[src/verilog/down_timer_pkg.sv]
/*
  constants shared by the prescaled down timer.
  assumes a single 200 MHz clock and a synchronous active-low reset.
*/
package down_timer_pkg;
  // field widths
  localparam int unsigned COUNT_W = 16;
  localparam int unsigned PRESCALE_W = 4;
  // reset values
  localparam logic [COUNT_W-1:0] PERIOD_RST = 16'hffff;
  localparam logic [COUNT_W-1:0] COUNT_RST = 16'hffff;
  localparam logic [PRESCALE_W-1:0] PRESCALE_RELOAD_RST = 4'h0;
  localparam logic STOP_RST = 1'b0;
  // counter terminal value
  localparam logic [COUNT_W-1:0] COUNT_ZERO = 16'h0000;
  localparam logic [PRESCALE_W-1:0] PRESCALE_ZERO = 4'h0;
  // width of the output pin pulse, in clock cycles
  localparam int unsigned PULSE_CYCLES = 1;
endpackage

[src/verilog/prescale_stage.sv]
/*
  prescale counter: counts down, reloads from the divide-down value on a wrap
  or a reload request, and flags each wrap as a one-cycle tick.
  assumes the caller gates it with a run enable.
*/
`timescale 1ns/100ps
module prescale_stage (
  // clock and reset
  input wire logic clk_i,
  input wire logic rst_n_i,
  // control
  input wire logic run_i,
  input wire logic reload_i,
  input wire logic [down_timer_pkg::PRESCALE_W-1:0] reload_value_i,
  // status
  output logic [down_timer_pkg::PRESCALE_W-1:0] count_o,
  output logic wrap_o
);
  logic [down_timer_pkg::PRESCALE_W-1:0] count_q;

  // ==========================================================
  // wrap detect
  assign wrap_o = run_i && !reload_i && (count_q == down_timer_pkg::PRESCALE_ZERO);
  assign count_o = count_q;

  // ==========================================================
  // counter
  always_ff @(posedge clk_i) begin
    if (!rst_n_i) begin
      count_q <= down_timer_pkg::PRESCALE_RELOAD_RST;
    end else if (reload_i || wrap_o) begin
      count_q <= reload_value_i;
    end else if (run_i) begin
      count_q <= count_q - 1'b1;
    end
  end
endmodule

[src/verilog/prescaled_down_timer.sv]
/*
  prescaled down timer: prescale counter feeding a main down counter that
  reloads from the period value and raises an interrupt flag and pin pulse.
  assumes software drives the control ports synchronously to clk_i.
*/
`timescale 1ns/100ps
module prescaled_down_timer (
  // clock and reset
  input wire logic clk_i,
  input wire logic rst_n_i,
  // configuration writes
  input wire logic period_we_i,
  input wire logic [down_timer_pkg::COUNT_W-1:0] period_value_i,
  input wire logic prescale_reload_we_i,
  input wire logic [down_timer_pkg::PRESCALE_W-1:0] prescale_reload_i,
  input wire logic stop_bit_we_i,
  input wire logic stop_bit_i,
  input wire logic reload_bit_i,
  // interrupt flag clear
  input wire logic irq_flag_clear_i,
  // status
  output logic [down_timer_pkg::COUNT_W-1:0] main_count_o,
  output logic [down_timer_pkg::PRESCALE_W-1:0] prescale_counter_o,
  output logic [down_timer_pkg::COUNT_W-1:0] period_value_o,
  output logic [down_timer_pkg::PRESCALE_W-1:0] prescale_reload_o,
  output logic stop_bit_o,
  output logic reload_bit_o,
  output logic irq_flag_o,
  output logic timer_irq_o,
  output logic timer_pulse_out_o
);
  logic [down_timer_pkg::COUNT_W-1:0] period_q;
  logic [down_timer_pkg::PRESCALE_W-1:0] prescale_reload_q;
  logic stop_q;
  logic [down_timer_pkg::COUNT_W-1:0] main_count_q;
  logic irq_q;
  logic pulse_q;
  logic irq_flag_q;
  logic run;
  logic tick;
  logic main_wrap;

  // ==========================================================
  // control registers
  always_ff @(posedge clk_i) begin
    if (!rst_n_i) begin
      prescale_reload_q <= down_timer_pkg::PRESCALE_RELOAD_RST;
    end else if (prescale_reload_we_i) begin
      prescale_reload_q <= prescale_reload_i;
    end
  end

  always_ff @(posedge clk_i) begin
    if (!rst_n_i) begin
      period_q <= down_timer_pkg::PERIOD_RST;
    end else if (period_we_i) begin
      period_q <= period_value_i;
    end
  end

  always_ff @(posedge clk_i) begin
    if (!rst_n_i) begin
      stop_q <= down_timer_pkg::STOP_RST;
    end else if (stop_bit_we_i) begin
      stop_q <= stop_bit_i;
    end
  end

  assign run = !stop_q;

  // ==========================================================
  // prescaler
  prescale_stage u_prescale (
    .clk_i(clk_i),
    .rst_n_i(rst_n_i),
    .run_i(run),
    .reload_i(reload_bit_i),
    .reload_value_i(prescale_reload_q),
    .count_o(prescale_counter_o),
    .wrap_o(tick)
  );

  // ==========================================================
  // main counter
  assign main_wrap = tick && (main_count_q == down_timer_pkg::COUNT_ZERO);

  always_ff @(posedge clk_i) begin
    if (!rst_n_i) begin
      main_count_q <= down_timer_pkg::COUNT_RST;
    end else if (reload_bit_i) begin
      main_count_q <= period_q;
    end else if (main_wrap) begin
      main_count_q <= period_q;
    end else if (tick) begin
      main_count_q <= main_count_q - 1'b1;
    end
  end

  // ==========================================================
  // interrupt and pin pulse, one cycle after the wrap
  always_ff @(posedge clk_i) begin
    if (!rst_n_i) begin
      irq_q <= 1'b0;
    end else begin
      irq_q <= main_wrap;
    end
  end

  always_ff @(posedge clk_i) begin
    if (!rst_n_i) begin
      pulse_q <= 1'b0;
    end else begin
      pulse_q <= main_wrap;
    end
  end

  // set wins over clear
  always_ff @(posedge clk_i) begin
    if (!rst_n_i) begin
      irq_flag_q <= 1'b0;
    end else if (main_wrap) begin
      irq_flag_q <= 1'b1;
    end else if (irq_flag_clear_i) begin
      irq_flag_q <= 1'b0;
    end
  end

  assign main_count_o = main_count_q;
  assign period_value_o = period_q;
  assign prescale_reload_o = prescale_reload_q;
  assign stop_bit_o = stop_q;
  assign reload_bit_o = 1'b0;
  assign irq_flag_o = irq_flag_q;
  assign timer_irq_o = irq_q;
  assign timer_pulse_out_o = pulse_q;

  // ==========================================================
  // checks
  chk_irq_after_wrap: assert property (@(posedge clk_i) disable iff (!rst_n_i)
    main_wrap |=> timer_irq_o)
    else $error("irq missing after main wrap");

  chk_irq_needs_wrap: assert property (@(posedge clk_i) disable iff (!rst_n_i)
    timer_irq_o |-> $past(main_wrap))
    else $error("irq without main wrap");

  chk_pulse_tracks_irq: assert property (@(posedge clk_i) disable iff (!rst_n_i)
    timer_pulse_out_o == timer_irq_o)
    else $error("pin pulse differs from irq");

  chk_flag_sets: assert property (@(posedge clk_i) disable iff (!rst_n_i)
    main_wrap |=> irq_flag_o)
    else $error("irq flag not set");

  chk_reload_loads: assert property (@(posedge clk_i) disable iff (!rst_n_i)
    reload_bit_i && !period_we_i |=> main_count_o == $past(period_q)
      && prescale_counter_o == $past(prescale_reload_q))
    else $error("reload did not load counters");

  chk_stop_holds: assert property (@(posedge clk_i) disable iff (!rst_n_i)
    stop_q && !reload_bit_i |=> $stable(main_count_o) && $stable(prescale_counter_o) && !timer_irq_o)
    else $error("counters moved while stopped");

  chk_main_step: assert property (@(posedge clk_i) disable iff (!rst_n_i)
    tick && !main_wrap && !reload_bit_i |=> main_count_o == $past(main_count_q) - 16'h0001)
    else $error("main count did not step once");

  chk_main_reload: assert property (@(posedge clk_i) disable iff (!rst_n_i)
    main_wrap && !period_we_i |=> main_count_o == $past(period_q))
    else $error("main count not reloaded at wrap");

  chk_prescale_wrap: assert property (@(posedge clk_i) disable iff (!rst_n_i)
    tick && !prescale_reload_we_i |=> prescale_counter_o == $past(prescale_reload_q))
    else $error("prescaler not reloaded at wrap");

  chk_run_after_reset: assert property (@(posedge clk_i)
    !rst_n_i |=> stop_bit_o == down_timer_pkg::STOP_RST
      && prescale_reload_o == down_timer_pkg::PRESCALE_RELOAD_RST)
    else $error("stop bit or reload field wrong after reset");

  chk_pulse_after_wrap: assert property (@(posedge clk_i) disable iff (!rst_n_i)
    main_wrap |=> timer_pulse_out_o)
    else $error("pin pulse missing after main wrap");

  chk_pulse_needs_wrap: assert property (@(posedge clk_i) disable iff (!rst_n_i)
    timer_pulse_out_o |-> $past(main_wrap))
    else $error("pin pulse without main wrap");

  chk_flag_clears: assert property (@(posedge clk_i) disable iff (!rst_n_i)
    irq_flag_clear_i && !main_wrap |=> !irq_flag_o)
    else $error("irq flag not cleared");

  chk_flag_sticky: assert property (@(posedge clk_i) disable iff (!rst_n_i)
    irq_flag_o && !irq_flag_clear_i |=> irq_flag_o)
    else $error("irq flag dropped without clear");

  chk_flag_rise_cause: assert property (@(posedge clk_i) disable iff (!rst_n_i)
    $rose(irq_flag_o) |-> $past(main_wrap))
    else $error("irq flag set without main wrap");

  chk_reload_no_irq: assert property (@(posedge clk_i) disable iff (!rst_n_i)
    reload_bit_i |=> !timer_irq_o)
    else $error("irq raised by a reload strobe");

  chk_period_store: assert property (@(posedge clk_i) disable iff (!rst_n_i)
    period_we_i |=> period_value_o == $past(period_value_i))
    else $error("period value not stored");

  chk_stop_store: assert property (@(posedge clk_i) disable iff (!rst_n_i)
    stop_bit_we_i |=> stop_bit_o == $past(stop_bit_i))
    else $error("stop bit not stored");

  chk_main_cause: assert property (@(posedge clk_i) disable iff (!rst_n_i)
    main_count_o != $past(main_count_o) |-> $past(tick) || $past(reload_bit_i))
    else $error("main count moved without prescale wrap");
endmodule

[config.mk]
export PLATFORM = sky130hd
export DESIGN_NAME = prescaled_down_timer
export DESIGN_NICKNAME = d
export VERILOG_FILES = /design/src/verilog/down_timer_pkg.sv /design/src/verilog/prescale_stage.sv /design/src/verilog/prescaled_down_timer.sv
export SDC_FILE = /design/constraint.sdc
export NUM_CORES = 1
export LEC_CHECK = 0
export BUFFER_PORTS_ARGS = -buffer_cell sky130_fd_sc_hd__buf_2
export CORE_MARGIN = 1
export CORE_UTILIZATION = 45
export DETAILED_ROUTE_END_ITERATION = 8
export PLACE_DENSITY_LB_ADDON = 0.25
export SYNTH_ARGS = -nofsm -noshare
export SYNTH_HDL_FRONTEND = slang
export SYNTH_SLANG_ARGS = --single-unit
[constraint.sdc]
create_clock -name clk_i -period 2.45 [get_ports clk_i]
set_input_delay 0.1225 -clock clk_i [delete_from_list [all_inputs] [get_ports clk_i]]
set_output_delay 0.1225 -clock clk_i [all_outputs]
set_load 0.05 [all_outputs]
==> results of run 1 <==
-- cell usage in the layout, fill, tap and decap left out, drive strengths merged, types with 3 or more instances in the layout --
master / n
dfxtp: 43
mux2i: 23
nand2: 38
nand3: 5
inv: 5
nor2: 14
and2: 3
or4: 3
xnor2: 5
ha: 3
a31oi: 3
clkbuf: 7
nor3: 6
nand4: 4
a311o: 3
o2111ai: 4
o21ai: 12
nor3b: 3
buf: 84
nor2b: 8
nor4: 5
-- cell families (layout without fill, tap and decap cells) --
logic type,count (synthesis),after routing,synth area share (%)
AO/OA/AOI/OAI,45,45,15.9
XOR/XNOR,5,5,2.10
adder cells (fa/ha/maj),3,3,1.80
buffers and inverters,23,97,4.74
flip-flops,43,43,41.2
multiplexers,23,23,11.0
other,1,1,0.180
AND/OR/NAND/NOR,97,97,23.0
-- cells in the mapped netlist (all sizes together) (4+ instances only) --
master	n
nand3	5
o2111ai	4
nand2	38
nand4	4
nor3	6
nor4	5
o21ai	12
nor2b	8
xnor2	5
buf	4
inv	5
nor2	14
clkbuf	14
dfxtp	43
mux2i	23
-- worst min-delay path, delay by kind of cell --
family / cells / cell delay, ps
mux: 1 / 50
buf+inv: 1 / 70
simple gates: 1 / 50
-- routing by layer --
layer	track usage [%]	part of all wire, %	up-vias
met4	10.4	1.5	0
li1	-	-	1007
met5	0	0	-
met1	28.1	48	941
met2	35.0	45	73
met3	3.90	6.2	9
-- state kept, by name, summed over array words and instances (netlist names) --
name and count:
period_value_o 16, stop_bit_o 1, prescale_reload_o 4, timer_pulse_out_o 1, main_count_o 16, u_prescale.count_o 4, irq_flag_o 1
-- area by class of cell --
cell class,count,area (µm²),share of cell area (%)
Clock buffer,7,76.3,2.92
Sequential cell,43,863,33.0
Inverter,5,18.8,0.718
Tap cell,52,65.1,2.49
Clock inverter,1,5.00,0.191
Timing Repair Buffer,84,453,17.3
Multi-Input combinational cell,174,1130,43.3
-- power breakdown --
part / switching [µW] / internal [µW]
sequential: 49.0 / 746
combinational: 317 / 147
clock: 242 / 200
total: 608 / 1090
-- path summary, 6_finish.rpt --
check | to | slack [ps] | depth (start not counted)
worst max-delay path | main_count_o[3] | 120 | 6
worst min-delay path | period_value_o[7] | 30 | 3
worst max register to register | main_count_o[3] | 120 | 6
worst min register to register | main_count_o[14] | 490 | 2
-- per-stage QoR --
| stage | std cells | setup WS, ps | power [µW] |
|---|---|---|---|
| 6_report | 366 | 121 | 1700 |
| 5_1_grt | 366 | 36.6 | 1770 |
| 4_1_cts | 366 | 130 | 1710 |
| 3_5_place_dp | 358 | 168 | 1270 |
| 3_3_place_gp | 358 | 190 | 1270 |
| 2_1_floorplan | 240 | 12.8 | 1150 |
==> flow_summary.toml, run 1 <==
[logic_synthesis]
synth_nets = 271
synth_edf_count = 0
syn_area_per_cell_um2 = 8.70
yosys_warnings = 0
ys_ff_latch = 43
synth_ff_type = "dfxtp_1"
synthArstFlopShare_pct = 0
syn_inst = 240
ys_types = 46
ys_seq_area_share_pct = 41.2
synthesis.area_um2 = 2090
synth_area_leader_cell = "dfxtp_1"
synth_top_area_share_pct = 41.2
synth.area.top_cells = "dfxtp_1 41%, mux2i_1 11%, nand2_1 6.8%"

[cells_and_area]
fill_cells = 410
syn2layout_area_growth_pct = 25.3
layout.nets = 344
fin_util_pct = 59.2
layout-drive-gt1-share_pct = 30.6
fin_area_um2 = 2620
antenna_cells = 0

[power]
p_per_area_nw_per_um2 = 651
p_leak_uw = 0.00112
peakVddDrop_v = 0.000324

[worst_setup_path]
critPathLaunchType = "flip-flop"
crit_chain = "or4_1 > or4_1 > nor2_1 > buf_4 > o21ai_0 > a311o_1"
max_stage_delay_ps = 550
critPathCaptureType = "flip-flop"
cp_slowest_cell = "or4_1"
crit_arrival_ps = 2520
reg2reg_from = "main_count_o[8]"
path_delay_family = "simple AND/OR/NAND/NOR gates"
worstSetupPathType = "flip-flop to flip-flop"
critPathMaxFanout = 8
cp.required_ps = 2640
cp_common_cell = "or4_1"
cp_num_buf_inv = 1
critPathLaunch = "main_count_o[8]"

[status]
outcome = "finished clean"

[cts]
numClockSinks = 43
cts_hold_buf = 0
cts_root_buf = "clkbuf_8"
clkTransAtPathRegs_ps = 80
cts_tree = "done"
post_cts_buffers = 0
clk_latency_ps = 300
clock_path_buffers = 2
htreeDepth = 2
cts_resized = 0
numCtsBuffers = 5

[route]
avgViaCountPerCell = 5.55
wirelength_mm = 5.17
drc = 0
drtAntennaViolNets = 0
wire_per_inst_um = 14.1
dr.pass1.iters = 4
num_vias = 2030
drtIter0Drc = 92

[timing]
setup_viol = 0
tightest_slew_ps = 517
max-slew-margin-rel_pct = 65.4
fin_crit_ps = 2330
skew_ps = 7.35
fin_hold_ws_ps = 33.1
fmax_ghz = 0.429
slew_viol_final = 0
setup_tns_ps = 0
finalHoldViolCount = 0
min_period_over_period_pct = 95.1
rsz0062_at_grt = "no"

[die]
row_count = 24
dieArea_um2 = 4910
die_h_um = 70.1
ioPinCount = 73
core_area_um2 = 4410
dieWidth_um = 70.1
floorplan.initialDensity_pct = 47.3

[run]
maxCapViolations = 0

[grt]
antenna_found_initial = 0
grt_overflow = 0
grt_max_degree = 27
grtUsageTotal_pct = 21.8
grt_first_pass_wirelength_mm = 8.51
grt_pass1_vias = 1871

[placement]
post-dp-hpwl_mm = 3.68
numPortBuffers = 71
dpl_cell_area_um2 = 2530
gp_congestion = 0.911

[hold_path]
hold_class = "input port to flip-flop"
hold_start = "period_value_i[7]"
Power figures use the tool's default switching activity.
==> run 2: changes to the inputs <==
- PLACE_DENSITY_LB_ADDON: 0.25 -> 0.08
==> run 2 against run 1 <==
Against the previous run: flip-flop and latch count unchanged; largest cell class unchanged; power rose by 3.3%; via count down 1.4%; clock power increased by 12%.
==> flow_summary.toml, run 2 (synthesis gave the netlist of run 1 again) <==
[power]
switching_share_pct = 34.3
p_per_area_nw_per_um2 = 669
p_leak_uw = 0.00113
peakVddDrop_v = 0.000353
comb_power_share_pct = 26.7
clkPwrFrac_pct = 28.1
p_sw_uw = 603
p_seq_share_pct = 45.2
finalPower_uw = 1760
p_int_uw = 1150

[timing]
fin_crit_ps = 2300
fmax_ghz = 0.435
setup_tns_ps = 0
finalHoldViolCount = 0
min_period_over_period_pct = 93.8
tightest_slew_ps = 494
setup_viol = 0
slew_viol_final = 0
skew_ps = 6.05
max-slew-margin-rel_pct = 66.9
rsz0062_at_grt = "no"
fin_hold_ws_ps = 38.8

[cts]
cts_tree = "done"
numCtsBuffers = 5
clkTransAtPathRegs_ps = 80
cts_hold_buf = 0
clock_path_buffers = 2
clk_latency_ps = 290
cts_resized = 0
htreeDepth = 2
post_cts_buffers = 0
cts_root_buf = "clkbuf_8"
numClockSinks = 43

[worst_setup_path]
worstSetupPathType = "flip-flop to flip-flop"
max_stage_delay_ps = 550
critPathCaptureType = "flip-flop"
cp.required_ps = 2630
critPathLaunchType = "flip-flop"
cp_slowest_cell = "or4_1"
cp_common_cell = "or4_1"
path_delay_family = "simple AND/OR/NAND/NOR gates"
critPathMaxFanout = 7
cp_num_buf_inv = 0
crit_arrival_ps = 2480
crit_chain = "or4_1 > or4_1 > or4_1 > o221ai_1 > o21ai_1"

[die]
core_area_um2 = 4410
floorplan.initialDensity_pct = 47.3
row_count = 24
dieWidth_um = 70.1
dieArea_um2 = 4910
ioPinCount = 73
die_h_um = 70.1

[cells_and_area]
final_cell_mix = "71 x buf_2, 41 x dfxtp_1, 38 x nand2_1, 23 x mux2i_1, 14 x nor2_1"
syn2layout_area_growth_pct = 25.8
layout.nets = 343
layout-drive-gt1-share_pct = 30.7
fin_area_um2 = 2630
fill_cells = 410
mostFrequentLayoutCell = "buf_2"
antenna_cells = 0

[route]
avgViaCountPerCell = 5.48
wire_per_inst_um = 14.0
dr.pass1.iters = 4
drtIter0Drc = 150
wirelength_mm = 5.12
drtAntennaViolNets = 0
num_vias = 2001
drc = 0

[grt]
grtUsageTotal_pct = 21.4
grt_pass1_vias = 1705
antenna_found_initial = 0
grt_first_pass_wirelength_mm = 8.24
grt_max_degree = 27
grt_overflow = 0

[placement]
post-dp-hpwl_mm = 3.71
numPortBuffers = 71
gp_congestion = 0.902
dpl_cell_area_um2 = 2530

[hold_path]
hold_class = "input port to flip-flop"

[status]
outcome = "finished clean"

[run]
maxCapViolations = 0
run 2: cell count changes in the layout (fill, tap and decap cells not counted), sizes merged:
| cell | change |
|---|---|
| clkinv | -1 |
| clkbuf | +1 |
| buf | -1 |
run 2: final timing paths:
check	from	endpoint	slack, ps	depth (start not counted)
worst max-delay path	main_count_o[8]	main_count_o[15]	150	5
worst min register to register	prescale_reload_o[0]	u_prescale.count_o[0]	500	2
worst max register to register	main_count_o[8]	main_count_o[15]	150	5
worst min-delay path	period_value_i[10]	period_value_o[10]	40	3
run 2: layout make-up:
type	instances	area, µm²	share of cell area (%)
multi-input cells	174	1130	43.2
well taps	52	65.1	2.48
flip-flops and latches	43	863	32.9
repair buffers	83	445	17.0
clock buffers	8	100	3.81
inverters	5	18.8	0.715
run 2: stage by stage:
step           utilization, %  std cells  worst slack (ps)
5_1_grt                  59.5        365              71.6
3_5_place_dp             57.2        357               170
2_1_floorplan               -        240              12.8
6_report                 59.5        365               152
4_1_cts                  59.5        365               159
3_3_place_gp             57.2        357               217
run 2: metal layers:
metal | global-route usage, % | wire [µm]
met5 | 0 | 0
met2 | 31.5 | 2280
met3 | 5.19 | 330
met4 | 8.89 | 51
met1 | 29.7 | 2450
run 2: worst min-delay path: cells and delay by family:
family	cells	cell delay, ps
buffers and inverters	1	70
muxes	1	50
and+or+nand+nor	1	60
run 2: power by group through the flow:
stage | clock, µW | sequential (µW) | combinational [µW]
final | 494 | 795 | 469
after global routing | 543 | 804 | 503
after CTS | 504 | 796 | 469
after detailed placement | 0 | 812 | 467
after global placement | 0 | 810 | 468
after floorplan | 0 | 961 | 185
